**src/rtl/mfw_pkg.sv**
```systemverilog
// package of the fault and warning supervisor: register map, codes, types
// assumes a 200 MHz system clock and 32-bit avalon-mm register access
package mfw_pkg;

  // ****************************************
  // clock and timing
  // ****************************************
  localparam int CLK_MHZ = 200;
  localparam int WDOG_TIME_US = 100;
  localparam int WDOG_CYCLES = WDOG_TIME_US * CLK_MHZ;
  localparam int SETTLE_CYCLES = 4;

  // ****************************************
  // register map, byte addresses
  // ****************************************
  localparam logic [4:0] OFS_CTRL = 5'h00;
  localparam logic [4:0] OFS_STATUS = 5'h04;
  localparam logic [4:0] OFS_CODE = 5'h08;
  localparam logic [4:0] OFS_IRQ_STAT = 5'h0C;
  localparam logic [4:0] OFS_IRQ_MASK = 5'h10;
  localparam logic [4:0] OFS_LIM_PLUS = 5'h14;
  localparam logic [4:0] OFS_LIM_MINUS = 5'h18;

  // ctrl fields and reset values
  localparam int CTRL_CLEAR_BIT = 0;
  localparam int CTRL_POLNEG_BIT = 1;
  localparam int CTRL_SOFTLIM_BIT = 2;
  localparam logic [2:0] CTRL_RESET = 3'h2;
  localparam logic [31:0] LIM_PLUS_RESET = 32'h7FFFFFFF;
  localparam logic [31:0] LIM_MINUS_RESET = 32'h80000000;
  localparam logic [3:0] IRQ_MASK_RESET = 4'h0;

  // irq status fields
  localparam int IRQ_WARN_BIT = 0;
  localparam int IRQ_ALARM_BIT = 1;
  localparam int IRQ_LIM_IN_BIT = 2;
  localparam int IRQ_LIM_OUT_BIT = 3;

  // ****************************************
  // warning sources, one bit each
  // ****************************************
  localparam int NWARN = 8;
  localparam logic [NWARN-1:0] SERVO_OFF_MASK = 8'h95;
  localparam logic [NWARN-1:0] STOP_NOW_MASK = 8'h08;
  localparam logic [NWARN-1:0] STOP_LATER_MASK = 8'h60;

  // two ascii characters per display code
  localparam logic [15:0] CODE_NONE = 16'h0000;
  localparam logic [15:0] CODE_A0 = 16'h4130;
  localparam logic [15:0] CODE_C3 = 16'h4333;
  localparam logic [15:0] CODE_F2 = 16'h4632;
  localparam logic [15:0] CODE_F3 = 16'h4633;
  localparam logic [NWARN*16-1:0] WARN_CODES = {
    16'h5035, 16'h4638, 16'h4635, 16'h4631,
    16'h4335, 16'h4330, 16'h4135, 16'h4133};

  typedef enum {ST_SETTLE, ST_CHECK, ST_RUN} mfw_boot_type;

  // front panel and machine outputs
  typedef struct packed {
    logic warning_out;
    logic drive_ready_out;
    logic plus_limit_out;
    logic minus_limit_out;
    logic servo_off;
    logic dyn_brake;
    logic cycle_stop;
    logic led_orange;
    logic [15:0] seg_code;
  } mfw_out_type;

  // motion request from the motion planner
  typedef struct packed {
    logic req;
    logic dir_plus;
  } mfw_move_type;

endpackage : mfw_pkg

```
**src/rtl/mfw_sync.sv**
```systemverilog
// two flip-flop level synchroniser for pins entering the clock domain
// assumes inputs are quasi-static levels
`timescale 1ns/1ps
module mfw_sync #(
  parameter int WIDTH = 1
) (
  input wire logic mclk_i,
  input wire logic resetn_i,
  input wire logic [WIDTH-1:0] async_i,
  output logic [WIDTH-1:0] sync_o
);

  logic [WIDTH-1:0] meta_q;
  logic [WIDTH-1:0] sync_q;

  always_ff @(posedge mclk_i or negedge resetn_i) begin
    if (!resetn_i) begin
      meta_q <= '0;
      sync_q <= '0;
    end else begin
      meta_q <= async_i;
      sync_q <= meta_q;
    end
  end

  assign sync_o = sync_q;

endmodule : mfw_sync

```
**src/rtl/mfw_top.sv**
```systemverilog
// fault and warning supervisor of a servo motor driver
// assumes avalon-mm host, pins are asynchronous, planner on mclk_i
//
// What this block does
// - any warning drives the warning output active, closed for negative.
// - warnings that drop servo control also engage the dynamic brake.
// - clear input or clear command clears warnings; host clears after fix.
// - each warning code selects servo-off, no change or cycle stop.
// - program or tuning warning while moving stops after operation ends.
// - software and hardware over-travel report their own display codes.
// - reaching a limit activates that direction's over-travel output.
// - during over-travel only moves leaving the limit are accepted.
// - over-travel clears by itself once the motor leaves the area.
// - leaving counts by positioning, jogging or manual servo-off motion.
// - a stalled controlling processor raises the processor alarm.
// - absolute sensor cable is checked only at power-up.
// - incremental sensor cable is watched continuously.
// - any alarm drops drive ready, forces servo-off and dynamic brake.
// - any abnormality lights the orange led and shows its code.
//
// Local design decisions: the Avalon-MM register port and the address map.
`timescale 1ns/1ps
module mfw_top import mfw_pkg::*; #(
  parameter int WDOG_LIMIT = WDOG_CYCLES
) (
  input wire logic mclk_i,
  input wire logic resetn_i,
  input wire logic [4:0] avs_address_i,
  input wire logic avs_read_i,
  input wire logic avs_write_i,
  input wire logic [3:0] avs_byteenable_i,
  input wire logic [31:0] avs_writedata_i,
  output logic [31:0] avs_readdata_o,
  output logic avs_waitrequest_o,
  input wire logic fault_clear_in_i,
  input wire logic hw_plus_limit_i,
  input wire logic hw_minus_limit_i,
  input wire logic abs_cable_ok_i,
  input wire logic inc_cable_ok_i,
  input wire logic [NWARN-1:0] warn_event_i,
  input wire logic [31:0] position_i,
  input wire logic motor_busy_i,
  input wire logic cpu_heartbeat_i,
  input wire mfw_move_type move_i,
  output logic move_accept_o,
  output logic move_reject_o,
  output mfw_out_type drv_o,
  output logic irq_o
);

  // ****************************************
  // helpers
  // ****************************************
  function automatic logic [31:0] be_merge(input logic [31:0] old,
      input logic [31:0] wd, input logic [3:0] be);
    logic [31:0] r;
    r = old;
    for (int i = 0; i < 4; i++) begin
      if (be[i]) begin
        r[i*8 +: 8] = wd[i*8 +: 8];
      end
    end
    return r;
  endfunction : be_merge

  // contact level: 1 means closed
  function automatic logic contact(input logic act, input logic neg);
    return neg ? act : ~act;
  endfunction : contact

  // ****************************************
  // pin synchronisers
  // ****************************************
  logic [4:0] pins_s;

  mfw_sync #(.WIDTH(5)) u_sync (
    .mclk_i(mclk_i),
    .resetn_i(resetn_i),
    .async_i({fault_clear_in_i, hw_plus_limit_i, hw_minus_limit_i,
              abs_cable_ok_i, inc_cable_ok_i}),
    .sync_o(pins_s)
  );

  logic clr_pin, hw_plus, hw_minus, abs_ok, inc_ok;
  assign {clr_pin, hw_plus, hw_minus, abs_ok, inc_ok} = pins_s;

  // ****************************************
  // state
  // ****************************************
  logic wait_q, wait_d;
  logic [31:0] rdata_q, rdata_d;
  logic [2:0] ctrl_q, ctrl_d;
  logic clr_cmd_q, clr_cmd_d;
  logic [31:0] lim_p_q, lim_p_d, lim_m_q, lim_m_d;
  logic [3:0] ist_q, ist_d, imask_q, imask_d;
  logic [NWARN-1:0] pend_q, pend_d;
  logic [15:0] wcode_q, wcode_d, acode_q, acode_d;
  logic alarm_q, alarm_d;
  logic [23:0] wdog_q, wdog_d;
  logic hb_q, hb_d;
  mfw_boot_type boot_q, boot_d;
  logic [2:0] settle_q, settle_d;
  logic plus_q, plus_d, minus_q, minus_d;
  logic acc_q, acc_d, rej_q, rej_d;
  mfw_out_type out_q, out_d;
  logic irq_q, irq_d;

  logic acc_rd, acc_wr, clear_now;
  logic soft_plus, soft_minus, plus_act, minus_act;
  logic lim_in, lim_out, alarm_set, warn_set;
  logic [15:0] wnew_code;

  assign acc_rd = avs_read_i && !wait_q;
  assign acc_wr = avs_write_i && !wait_q;
  assign clear_now = clr_pin || clr_cmd_q;

  // ****************************************
  // register bus slave
  // ****************************************
  always_comb begin
    wait_d = 1'b1;
    rdata_d = rdata_q;
    ctrl_d = ctrl_q;
    clr_cmd_d = 1'b0;
    lim_p_d = lim_p_q;
    lim_m_d = lim_m_q;
    imask_d = imask_q;
    if ((avs_read_i || avs_write_i) && wait_q) begin
      wait_d = 1'b0;
    end
    if (avs_read_i && wait_q) begin
      if (avs_address_i == OFS_CTRL) begin
        rdata_d = {29'h0, ctrl_q};
      end else if (avs_address_i == OFS_STATUS) begin
        rdata_d = {23'h0, boot_q == ST_RUN, out_q[23:16]};
      end else if (avs_address_i == OFS_CODE) begin
        rdata_d = {16'h0, out_q.seg_code};
      end else if (avs_address_i == OFS_IRQ_STAT) begin
        rdata_d = {28'h0, ist_q};
      end else if (avs_address_i == OFS_IRQ_MASK) begin
        rdata_d = {28'h0, imask_q};
      end else if (avs_address_i == OFS_LIM_PLUS) begin
        rdata_d = lim_p_q;
      end else if (avs_address_i == OFS_LIM_MINUS) begin
        rdata_d = lim_m_q;
      end else begin
        rdata_d = 32'h0;
      end
    end
    if (acc_wr) begin
      if (avs_address_i == OFS_CTRL) begin
        if (avs_byteenable_i[0]) begin
          ctrl_d = {avs_writedata_i[2:1], 1'b0};
          clr_cmd_d = avs_writedata_i[CTRL_CLEAR_BIT];
        end
      end else if (avs_address_i == OFS_IRQ_MASK) begin
        if (avs_byteenable_i[0]) begin
          imask_d = avs_writedata_i[3:0];
        end
      end else if (avs_address_i == OFS_LIM_PLUS) begin
        lim_p_d = be_merge(lim_p_q, avs_writedata_i, avs_byteenable_i);
      end else if (avs_address_i == OFS_LIM_MINUS) begin
        lim_m_d = be_merge(lim_m_q, avs_writedata_i, avs_byteenable_i);
      end
    end
  end

  // ****************************************
  // limits, motion gate, warnings, alarms
  // ****************************************
  assign soft_plus = ctrl_q[CTRL_SOFTLIM_BIT] &&
                     ($signed(position_i) >= $signed(lim_p_q));
  assign soft_minus = ctrl_q[CTRL_SOFTLIM_BIT] &&
                      ($signed(position_i) <= $signed(lim_m_q));
  assign plus_act = soft_plus || hw_plus;
  assign minus_act = soft_minus || hw_minus;
  assign lim_in = (plus_act && !plus_q) || (minus_act && !minus_q);
  assign lim_out = (!plus_act && plus_q) || (!minus_act && minus_q);
  assign warn_set = |(warn_event_i & ~pend_q);

  always_comb begin
    wnew_code = CODE_NONE;
    for (int i = NWARN - 1; i >= 0; i--) begin
      if (warn_event_i[i]) begin
        wnew_code = WARN_CODES[i*16 +: 16];
      end
    end
  end

  always_comb begin
    boot_d = boot_q;
    settle_d = settle_q;
    alarm_set = 1'b0;
    acode_d = acode_q;
    hb_d = cpu_heartbeat_i;
    wdog_d = (cpu_heartbeat_i != hb_q) ? 24'h0 : wdog_q + 24'h1;
    case (boot_q)
      ST_SETTLE: begin
        settle_d = settle_q + 3'h1;
        if (settle_q == 3'(SETTLE_CYCLES - 1)) begin
          boot_d = ST_CHECK;
        end
      end
      ST_CHECK: begin
        boot_d = ST_RUN;
        if (!abs_ok) begin
          alarm_set = 1'b1;
          acode_d = CODE_A0;
        end
      end
      default: begin
        if (!inc_ok) begin
          alarm_set = 1'b1;
          acode_d = CODE_A0;
        end
      end
    endcase
    if (wdog_q >= 24'(WDOG_LIMIT)) begin
      wdog_d = wdog_q;
      alarm_set = 1'b1;
      acode_d = CODE_C3;
    end
    if (alarm_q) begin
      acode_d = acode_q;
    end
    alarm_d = alarm_q || alarm_set;
    // set wins over clear, latched until cleared
    pend_d = (pend_q & ~{NWARN{clear_now}}) | warn_event_i;
    wcode_d = wcode_q;
    if (clear_now) begin
      wcode_d = CODE_NONE;
    end
    if (|warn_event_i && (wcode_q == CODE_NONE || clear_now)) begin
      wcode_d = wnew_code;
    end
    plus_d = plus_act;
    minus_d = minus_act;
    // only moves leaving the limit area pass
    acc_d = move_i.req && !alarm_q &&
            !(plus_q && move_i.dir_plus) &&
            !(minus_q && !move_i.dir_plus);
    rej_d = move_i.req && !acc_d;
  end

  // ****************************************
  // outputs and interrupt
  // ****************************************
  always_comb begin
    logic srv, any;
    srv = alarm_q || |(pend_q & SERVO_OFF_MASK);
    any = alarm_q || |pend_q || plus_q || minus_q;
    out_d.warning_out = contact(|pend_q, ctrl_q[CTRL_POLNEG_BIT]);
    out_d.drive_ready_out = contact(!alarm_q && boot_q == ST_RUN,
                                    ctrl_q[CTRL_POLNEG_BIT]);
    out_d.plus_limit_out = contact(plus_q, ctrl_q[CTRL_POLNEG_BIT]);
    out_d.minus_limit_out = contact(minus_q, ctrl_q[CTRL_POLNEG_BIT]);
    out_d.servo_off = srv;
    out_d.dyn_brake = srv;
    out_d.cycle_stop = |(pend_q & STOP_NOW_MASK) ||
        (|(pend_q & STOP_LATER_MASK) && !motor_busy_i);
    out_d.led_orange = any;
    if (alarm_q) begin
      out_d.seg_code = acode_q;
    end else if (plus_q || minus_q) begin
      out_d.seg_code = (hw_plus || hw_minus) ? CODE_F3 : CODE_F2;
    end else begin
      out_d.seg_code = wcode_q;
    end
    ist_d = ist_q;
    if (acc_rd && avs_address_i == OFS_IRQ_STAT) begin
      ist_d = ist_q & ~rdata_q[3:0];
    end
    ist_d[IRQ_WARN_BIT] = ist_d[IRQ_WARN_BIT] | warn_set;
    ist_d[IRQ_ALARM_BIT] = ist_d[IRQ_ALARM_BIT] | (alarm_set && !alarm_q);
    ist_d[IRQ_LIM_IN_BIT] = ist_d[IRQ_LIM_IN_BIT] | lim_in;
    ist_d[IRQ_LIM_OUT_BIT] = ist_d[IRQ_LIM_OUT_BIT] | lim_out;
    irq_d = |(ist_d & imask_q);
  end

  always_ff @(posedge mclk_i or negedge resetn_i) begin
    if (!resetn_i) begin
      wait_q <= 1'b1;
      rdata_q <= 32'h0;
      ctrl_q <= CTRL_RESET;
      clr_cmd_q <= 1'b0;
      lim_p_q <= LIM_PLUS_RESET;
      lim_m_q <= LIM_MINUS_RESET;
      ist_q <= 4'h0;
      imask_q <= IRQ_MASK_RESET;
      pend_q <= '0;
      wcode_q <= CODE_NONE;
      acode_q <= CODE_NONE;
      alarm_q <= 1'b0;
      wdog_q <= 24'h0;
      hb_q <= 1'b0;
      boot_q <= ST_SETTLE;
      settle_q <= 3'h0;
      plus_q <= 1'b0;
      minus_q <= 1'b0;
      acc_q <= 1'b0;
      rej_q <= 1'b0;
      out_q <= '{led_orange: 1'b1, default: '0};
      irq_q <= 1'b0;
    end else begin
      wait_q <= wait_d;
      rdata_q <= rdata_d;
      ctrl_q <= ctrl_d;
      clr_cmd_q <= clr_cmd_d;
      lim_p_q <= lim_p_d;
      lim_m_q <= lim_m_d;
      ist_q <= ist_d;
      imask_q <= imask_d;
      pend_q <= pend_d;
      wcode_q <= wcode_d;
      acode_q <= acode_d;
      alarm_q <= alarm_d;
      wdog_q <= wdog_d;
      hb_q <= hb_d;
      boot_q <= boot_d;
      settle_q <= settle_d;
      plus_q <= plus_d;
      minus_q <= minus_d;
      acc_q <= acc_d;
      rej_q <= rej_d;
      out_q <= out_d;
      irq_q <= irq_d;
    end
  end

  assign avs_waitrequest_o = wait_q;
  assign avs_readdata_o = rdata_q;
  assign move_accept_o = acc_q;
  assign move_reject_o = rej_q;
  assign drv_o = out_q;
  assign irq_o = irq_q;
endmodule : mfw_top
```
**config.mk**
```make
export PLATFORM = sky130hd
export DESIGN_NAME = mfw_top
export DESIGN_NICKNAME = d
export VERILOG_FILES = /design/src/rtl/mfw_pkg.sv /design/src/rtl/mfw_sync.sv /design/src/rtl/mfw_top.sv
export SDC_FILE = /design/constraint.sdc
export NUM_CORES = 1
export LEC_CHECK = 0
export ABC_AREA = 1
export BUFFER_PORTS_ARGS = -buffer_cell sky130_fd_sc_hd__buf_2
export CORE_MARGIN = 5
export CORE_UTILIZATION = 55
export CTS_CLUSTER_SIZE = 14
export DETAILED_ROUTE_END_ITERATION = 16
export PLACE_DENSITY = 0.78
export SETUP_SLACK_MARGIN = 0.3
export SLEW_MARGIN = 20
export SYNTH_ARGS = -nofsm -noshare
export SYNTH_HDL_FRONTEND = slang
export SYNTH_SLANG_ARGS = --single-unit
```
**constraint.sdc**
```tcl
create_clock -name mclk_i -period 2.7 [get_ports mclk_i]
set_clock_uncertainty 0.2 [all_clocks]
set_input_delay 0.54 -clock mclk_i [delete_from_list [all_inputs] [get_ports mclk_i]]
set_output_delay 0.54 -clock mclk_i [all_outputs]
set_load 0.005 [all_outputs]
```
# Yosys cells after proc, flatten, opt, wreduce, memory -nomap -nowiden
# Cells that the tools add are included.
[totals]
out_inout_bits = 60
ff_bits = 247
in_bits = 94
wordCells = 186
[classes]
bitwise = 20
muxes = 40
n_eq_ne = 14
reduce_logical = 70
order_cmp = 3
addsub = 2
[ops]
columns = ["cell", "n"]
rows = [
  ["32-bit 2-to-1 mux", 8],
  ["16-bit 2-to-1 mux", 14],
  ["32-bit one-hot mux with 2 select lines", 1],
  ["32-bit by 1-bit equality test with 1-bit output (second input constant)", 1],
  ["32-bit by 3-bit equality test with 1-bit output (second input constant)", 1],
  ["32-bit greater-or-equal comparator", 1],
  ["32-bit <= comparator", 1],
  ["32-bit zero test", 1],
  ["16-bit one-hot mux with 2 select lines", 1],
  ["24-bit by 1-bit adder with 24-bit output (second input constant)", 1],
  ["24-bit by 15-bit greater-or-equal comparator with 1-bit output (second input constant)", 1],
  ["24-bit 2-to-1 mux", 1],
  ["6-bit AND reduction", 4],
  ["8-bit OR reduction", 3],
  ["1-bit logical AND", 21],
  ["5-bit AND reduction", 4],
  ["8-bit AND", 2],
  ["16-bit zero test", 1],
  ["8-bit NOT", 2],
  ["5-bit equality test (second input constant)", 3],
  ["1-bit logical OR", 15],
  ["15-bit 2-to-1 mux", 1],
  ["1-bit 2-to-1 mux", 12],
  ["1-bit zero test", 11],
  ["other kinds (21)", 38],
]

# Depth between registers and ports, before layout
[logic_depth]
depth_word = 9
mapped_depth = 21
mapped_depth_nobuf = 21

# By module
# A second synthesis with hierarchy kept.
[hier_totals]
cells_unflattened = 1127
area_unflattened_um2 = 9527.9
[modules_own_cells]
columns = ["module", "n_inst", "area_each_um2", "seq_area_each_um2", "cells_each"]
rows = [
  ["mfw_top", 1, 9277.6, 4523.1, 1117],
  ["mfw_sync", 1, 250.2, 250.2, 10],
]

# Worst setup path before layout
# Ideal clock, no wire load.
[synth_timing]
path_type = "input-to-reg"
startpoint = "in position_i[31]"
endpoint = "reg irq_q, in the netlist irq_o"
required_ns = 2.371
setup_ns = 0.129
path_buffers = 0
arrival_ns = 1.820
stages = 14
slack_ns = 0.551
path_cell_list = "ha_1 > a21oi_1 > o21a_1 > nand2_1 > a21oi_1 > nand2_1 > nand2_1 > nand3_1 > nand2_1 > nand2_1 > nand2_1 > nand3_1 > nand2_1 > nand3_1"
[synth_via]
elab_cells_between_ends = 18
cone_classes = "order compare (2); bitwise (3); reduce/logical (13)"
[synth_lines]
columns = ["element", "line", "text"]
rows = [
  ["start: declaration", "mfw_top.sv:41", "input wire logic [31:0] position_i,"],
  ["32-bit greater-or-equal comparator", "mfw_top.sv:172", "($signed(position_i) >= $signed(lim_p_q));"],
  ["1-bit logical AND", "mfw_top.sv:171", "assign soft_plus = ctrl_q[CTRL_SOFTLIM_BIT] &&"],
  ["1-bit logical OR", "mfw_top.sv:175", "assign plus_act = soft_plus || hw_plus;"],
  ["net plus_act", "mfw_top.sv:109", "logic soft_plus, soft_minus, plus_act, minus_act;"],
  ["1-bit logical AND", "mfw_top.sv:177", "assign lim_in = (plus_act && !plus_q) || (minus_act && !minus_q);"],
  ["1-bit logical OR", "mfw_top.sv:177", ""],
  ["1-bit OR", "mfw_top.sv:275", "ist_d[IRQ_LIM_IN_BIT] = ist_d[IRQ_LIM_IN_BIT] | lim_in;"],
  ["net ist_d[2]", "mfw_top.sv:95", "logic [3:0] ist_q, ist_d, imask_q, imask_d;"],
  ["4-bit AND", "mfw_top.sv:277", "irq_d = |(ist_d & imask_q);"],
  ["4-bit OR reduction", "mfw_top.sv:277", ""],
  ["net irq_d", "mfw_top.sv:106", "logic irq_q, irq_d;"],
  ["end signal: assignment", "mfw_top.sv:326", "irq_q <= irq_d;"],
  ["end: declaration", "mfw_top.sv:106", ""],
]
# The timed path passes the listed nets, and every way through them passes these cells.
# A chain may end at the register's enable or synchronous reset.

# Worst setup path in the final report
[layout_timing]
startpoint = "reg lim_p_q[13]"
endpoint = "reg irq_q, in the netlist irq_o"
[layout_via]
elab_cells_between_ends = 12
cone_classes = "order compare (1); bitwise (3); reduce/logical (8)"
[layout_lines]
columns = ["element", "line", "text"]
rows = [
  ["start: declaration", "mfw_top.sv:94", "logic [31:0] lim_p_q, lim_p_d, lim_m_q, lim_m_d;"],
  ["start signal: assignment", "mfw_top.sv:309", "lim_p_q <= lim_p_d;"],
  ["32-bit greater-or-equal comparator", "mfw_top.sv:172", ""],
  ["1-bit logical AND", "mfw_top.sv:171", ""],
  ["1-bit logical OR", "mfw_top.sv:175", ""],
  ["net plus_act", "mfw_top.sv:109", ""],
  ["1-bit logical AND", "mfw_top.sv:177", ""],
  ["1-bit logical OR", "mfw_top.sv:177", ""],
  ["1-bit OR", "mfw_top.sv:275", ""],
  ["net ist_d[2]", "mfw_top.sv:95", ""],
  ["4-bit AND", "mfw_top.sv:277", ""],
  ["4-bit OR reduction", "mfw_top.sv:277", ""],
  ["net irq_d", "mfw_top.sv:106", ""],
]
# The timed path passes the listed nets, and every way through them passes these cells.

==> metrics.cfg <==
[outcome]
status = completed

[worst_setup_path]
max_stage_delay_ns = 0.54
path_max_fanout = 2
cpMostUsedCell = nand2_2
cp_num_cells = 17
r2r_slack_ns = 0.34
crit_chain = inv_1 -> ha_1 -> nand2_1 -> nor2_2 -> buf_4 -> a21oi_2 -> nand2_2 -> nand2_2 -> nand2_1 -> nand2_1 -> nand3_2 -> nand2_2 -> nand2_2 -> nand2_2 -> nand3_2 -> nand2_1 -> nand3_1
path_buf_inv = 2
arrival_ns = 2.47
cp_top_family = simple AND/OR/NAND/NOR gates
r2r_cells = 17
critPathKind = flip-flop to flip-flop
crit_required_ns = 2.81
startpoint_type = flip-flop
cp-end-kind = flip-flop
crit_start = lim_p_q[13]$_DFFE_PN1P_
reg2reg_from = lim_p_q[13]$_DFFE_PN1P_
reg2reg_to = irq_o$_DFF_PN0_
endpoint = irq_o$_DFF_PN0_
cp_slowest_cell = dfstp_2

[sta]
hold_ws_ns = 0.0322
max_slew_margin_pct = 64.6
finalHoldViolations = 0
rsz0062_at_grt = yes
tightest_slew_ns = 0.530
clock.fmax_mhz = 425
period_minus_slack_ns = 2.36
tns_ns = 0
drv_slew = 0
setup_violations = 0
min_period_over_period_pct = 87.2

[routing]
vias_per_cell = 5.34
detail_route.wl_per_cell_um = 16.1
drt-pass1-iter-count = 6
vias = 8198
drt_first_iter_violations = 549
drc = 0
drt_wl_total_um = 24800
final_antenna_net_count = 0

[grt]
grt_max_degree = 56
grt_pass1_vias = 8023
grt_pass1_wl_um = 39300
antenna_found_initial = 2
grtUsageTotal_pct = 24.8
gr-total-overflow = 0

[cts]
numClockSinks = 189
tritoncts = yes
clk_latency_ns = 0.44
htree_levels = 4
clockBufferDepth = 2
clockRootBuffer = clkbuf_16
clk_pin_slew_ns = 0.07
numCtsBuffers = 17

[placement]
place_congestion = 0.916
portBuffers = 148
dpl_cell_area_mm2 = 0.0106
dp_hpwl_um = 18500

[cells_and_area]
antenna_cells = 0
design_area_mm2 = 0.0116
fill_cells = 1368
area_delta_synth_final_pct = 20.7
multi_input_area_mm2 = 0.00419
nets = 1459
drive_above_1_share_pct = 23.1
mostFrequentLayoutCell = nand2_1
ff_latch_area_mm2 = 0.00477
final_cell_mix = 270 x nand2_1, 185 x inv_1, 154 x dfrtp_1

[power]
p_sw_mw = 1.84
sw_frac_of_total_pct = 28.2
p_int_mw = 4.69
p_per_area_mw_per_mm2 = 565
sequentialPowerShare_pct = 47.7
pwr-share-comb_pct = 14.4
clock_power_share_pct = 37.9
finalPower_mw = 6.53
power.leakage_nw = 5.68
ir_worst_vdd_mv = 0.489

[floorplan]
die_w_um = 142
rows = 48
initial_core_util_pct = 55.7
dieHeight_um = 142
core-area_mm2 = 0.0172
fp.dieArea_mm2 = 0.0201
io_pins = 154

[logic_synthesis]
async_flop_share_pct = 100
synthCells = 1137
avgSynthCellArea_um2 = 8.42
synth_area_leaders = dfrtp_1 40%, nand2_1 11%, dfstp_2 9.6%
synth_area_mm2 = 0.00957
ys_seq_elements = 189
ys_seq_area_share_pct = 49.9
yosysWarnings = 0
synth_cell_types = 48
synth_edf_count = 0
synth_top_cell_by_area = dfrtp_1
synth_flop_cell = dfrtp_1
synthDominantCellAreaShare_pct = 40.3

[job]
maxCapViolations = 0

[hold_path]
hp-class = input pin to flip-flop

per-layer routing:
metal	track usage, %	up-vias	part of all wire, %
met4	9.75	4	2.8
li1	-	3973	-
met3	5.63	60	7.2
met1	32.1	3899	41
met2	40.8	262	48
met5	0	-	0.085
flip-flops by register name (all words and copies together) (netlist names), 3 cells and up:
register	cells
u_sync.meta_q	5
ist_q	4
lim_m_q	32
settle_q	3
u_sync.sync_o	5
lim_p_q	32
imask_q	4
avs_readdata_o	32
wdog_q	24
drv_o	16
wcode_q	9
pend_q	8
Yosys cell counts (all sizes together) (3+ instances only):
cell and count:
dfstp 35, o22ai 36, xnor2 3, a21oi 58, xor2 3, o221ai 3, nand3 25, nor2 62
nor3 11, or2 3, a221oi 3, nand4 12, a31oi 3, clkbuf 21, nand2 286, ha 68
buf 16, inv 192, dfrtp 154, o21a 6, o21ai 119
worst min path at each step:
stage / from / endpoint / slack (ns) / depth (start not counted)
finish: cpu_heartbeat_i / hb_q$_DFF_PN0_ / 0.03 / 1
global route: cpu_heartbeat_i / hb_q$_DFF_PN0_ / 0.02 / 1
CTS: cpu_heartbeat_i / hb_q$_DFF_PN0_ / 0.02 / 1
detailed placement: u_sync.meta_q[4]$_DFF_PN0_ / u_sync.sync_o[4]$_DFF_PN0_ / 0.14 / 0
global placement: u_sync.meta_q[4]$_DFF_PN0_ / u_sync.sync_o[4]$_DFF_PN0_ / 0.13 / 0
floorplan: resetn_i / acode_q[8]$_DFFE_PN0P_ / 0.04 / 0
cell families after synthesis:
family	after synthesis	share of synthesized area [%]
other	1	0.0392
AND/OR/NAND/NOR	404	17.3
XOR/XNOR	6	0.549
buffers and inverters	230	9.51
AO/OA/AOI/OAI	239	13.8
adder cells (fa/ha/maj)	68	8.89
flip-flops	189	49.9
area by class of cell:
cell class              instances  area share, %
clock buffers                  17           3.68
clock inverters                15           1.31
inverters                     192           6.28
multi-input cells             722           36.3
flip-flops and latches        189           41.3
well taps                     225           2.44
repair buffers                175           8.68
power groups by stage:
stage | logic, mW | registers, mW | clock network, mW
floorplan | 0.498 | 3.14 | 0
global placement | 0.809 | 3.16 | 0
detailed placement | 0.836 | 3.16 | 0
CTS | 0.856 | 3.11 | 2.51
global route | 1.07 | 3.13 | 2.64
finish | 0.939 | 3.12 | 2.48
per-stage QoR:
| stage | utilization, % | setup slack, ns | instances |
|---|---|---|---|
| 2_1_floorplan | - | 0.551 | 1141 |
| 3_3_place_gp | 61.7 | 0.104 | 1493 |
| 3_5_place_dp | 61.7 | 0.0291 | 1493 |
| 4_1_cts | 65.5 | 0.304 | 1531 |
| 5_1_grt | 67.2 | 0.177 | 1535 |
| 6_report | 67.2 | 0.345 | 1535 |
repair_timing:
action                                  4_1_cts  5_1_grt
endpoints found under the setup margin        2        3
setup buffers                                 0        4
gates resized for setup                       3       53
endpoints found under the hold margin        42        0
pin swaps                                     2       20
hold buffers                                  6        0
Note: power is estimated with default switching activity, not from simulation.
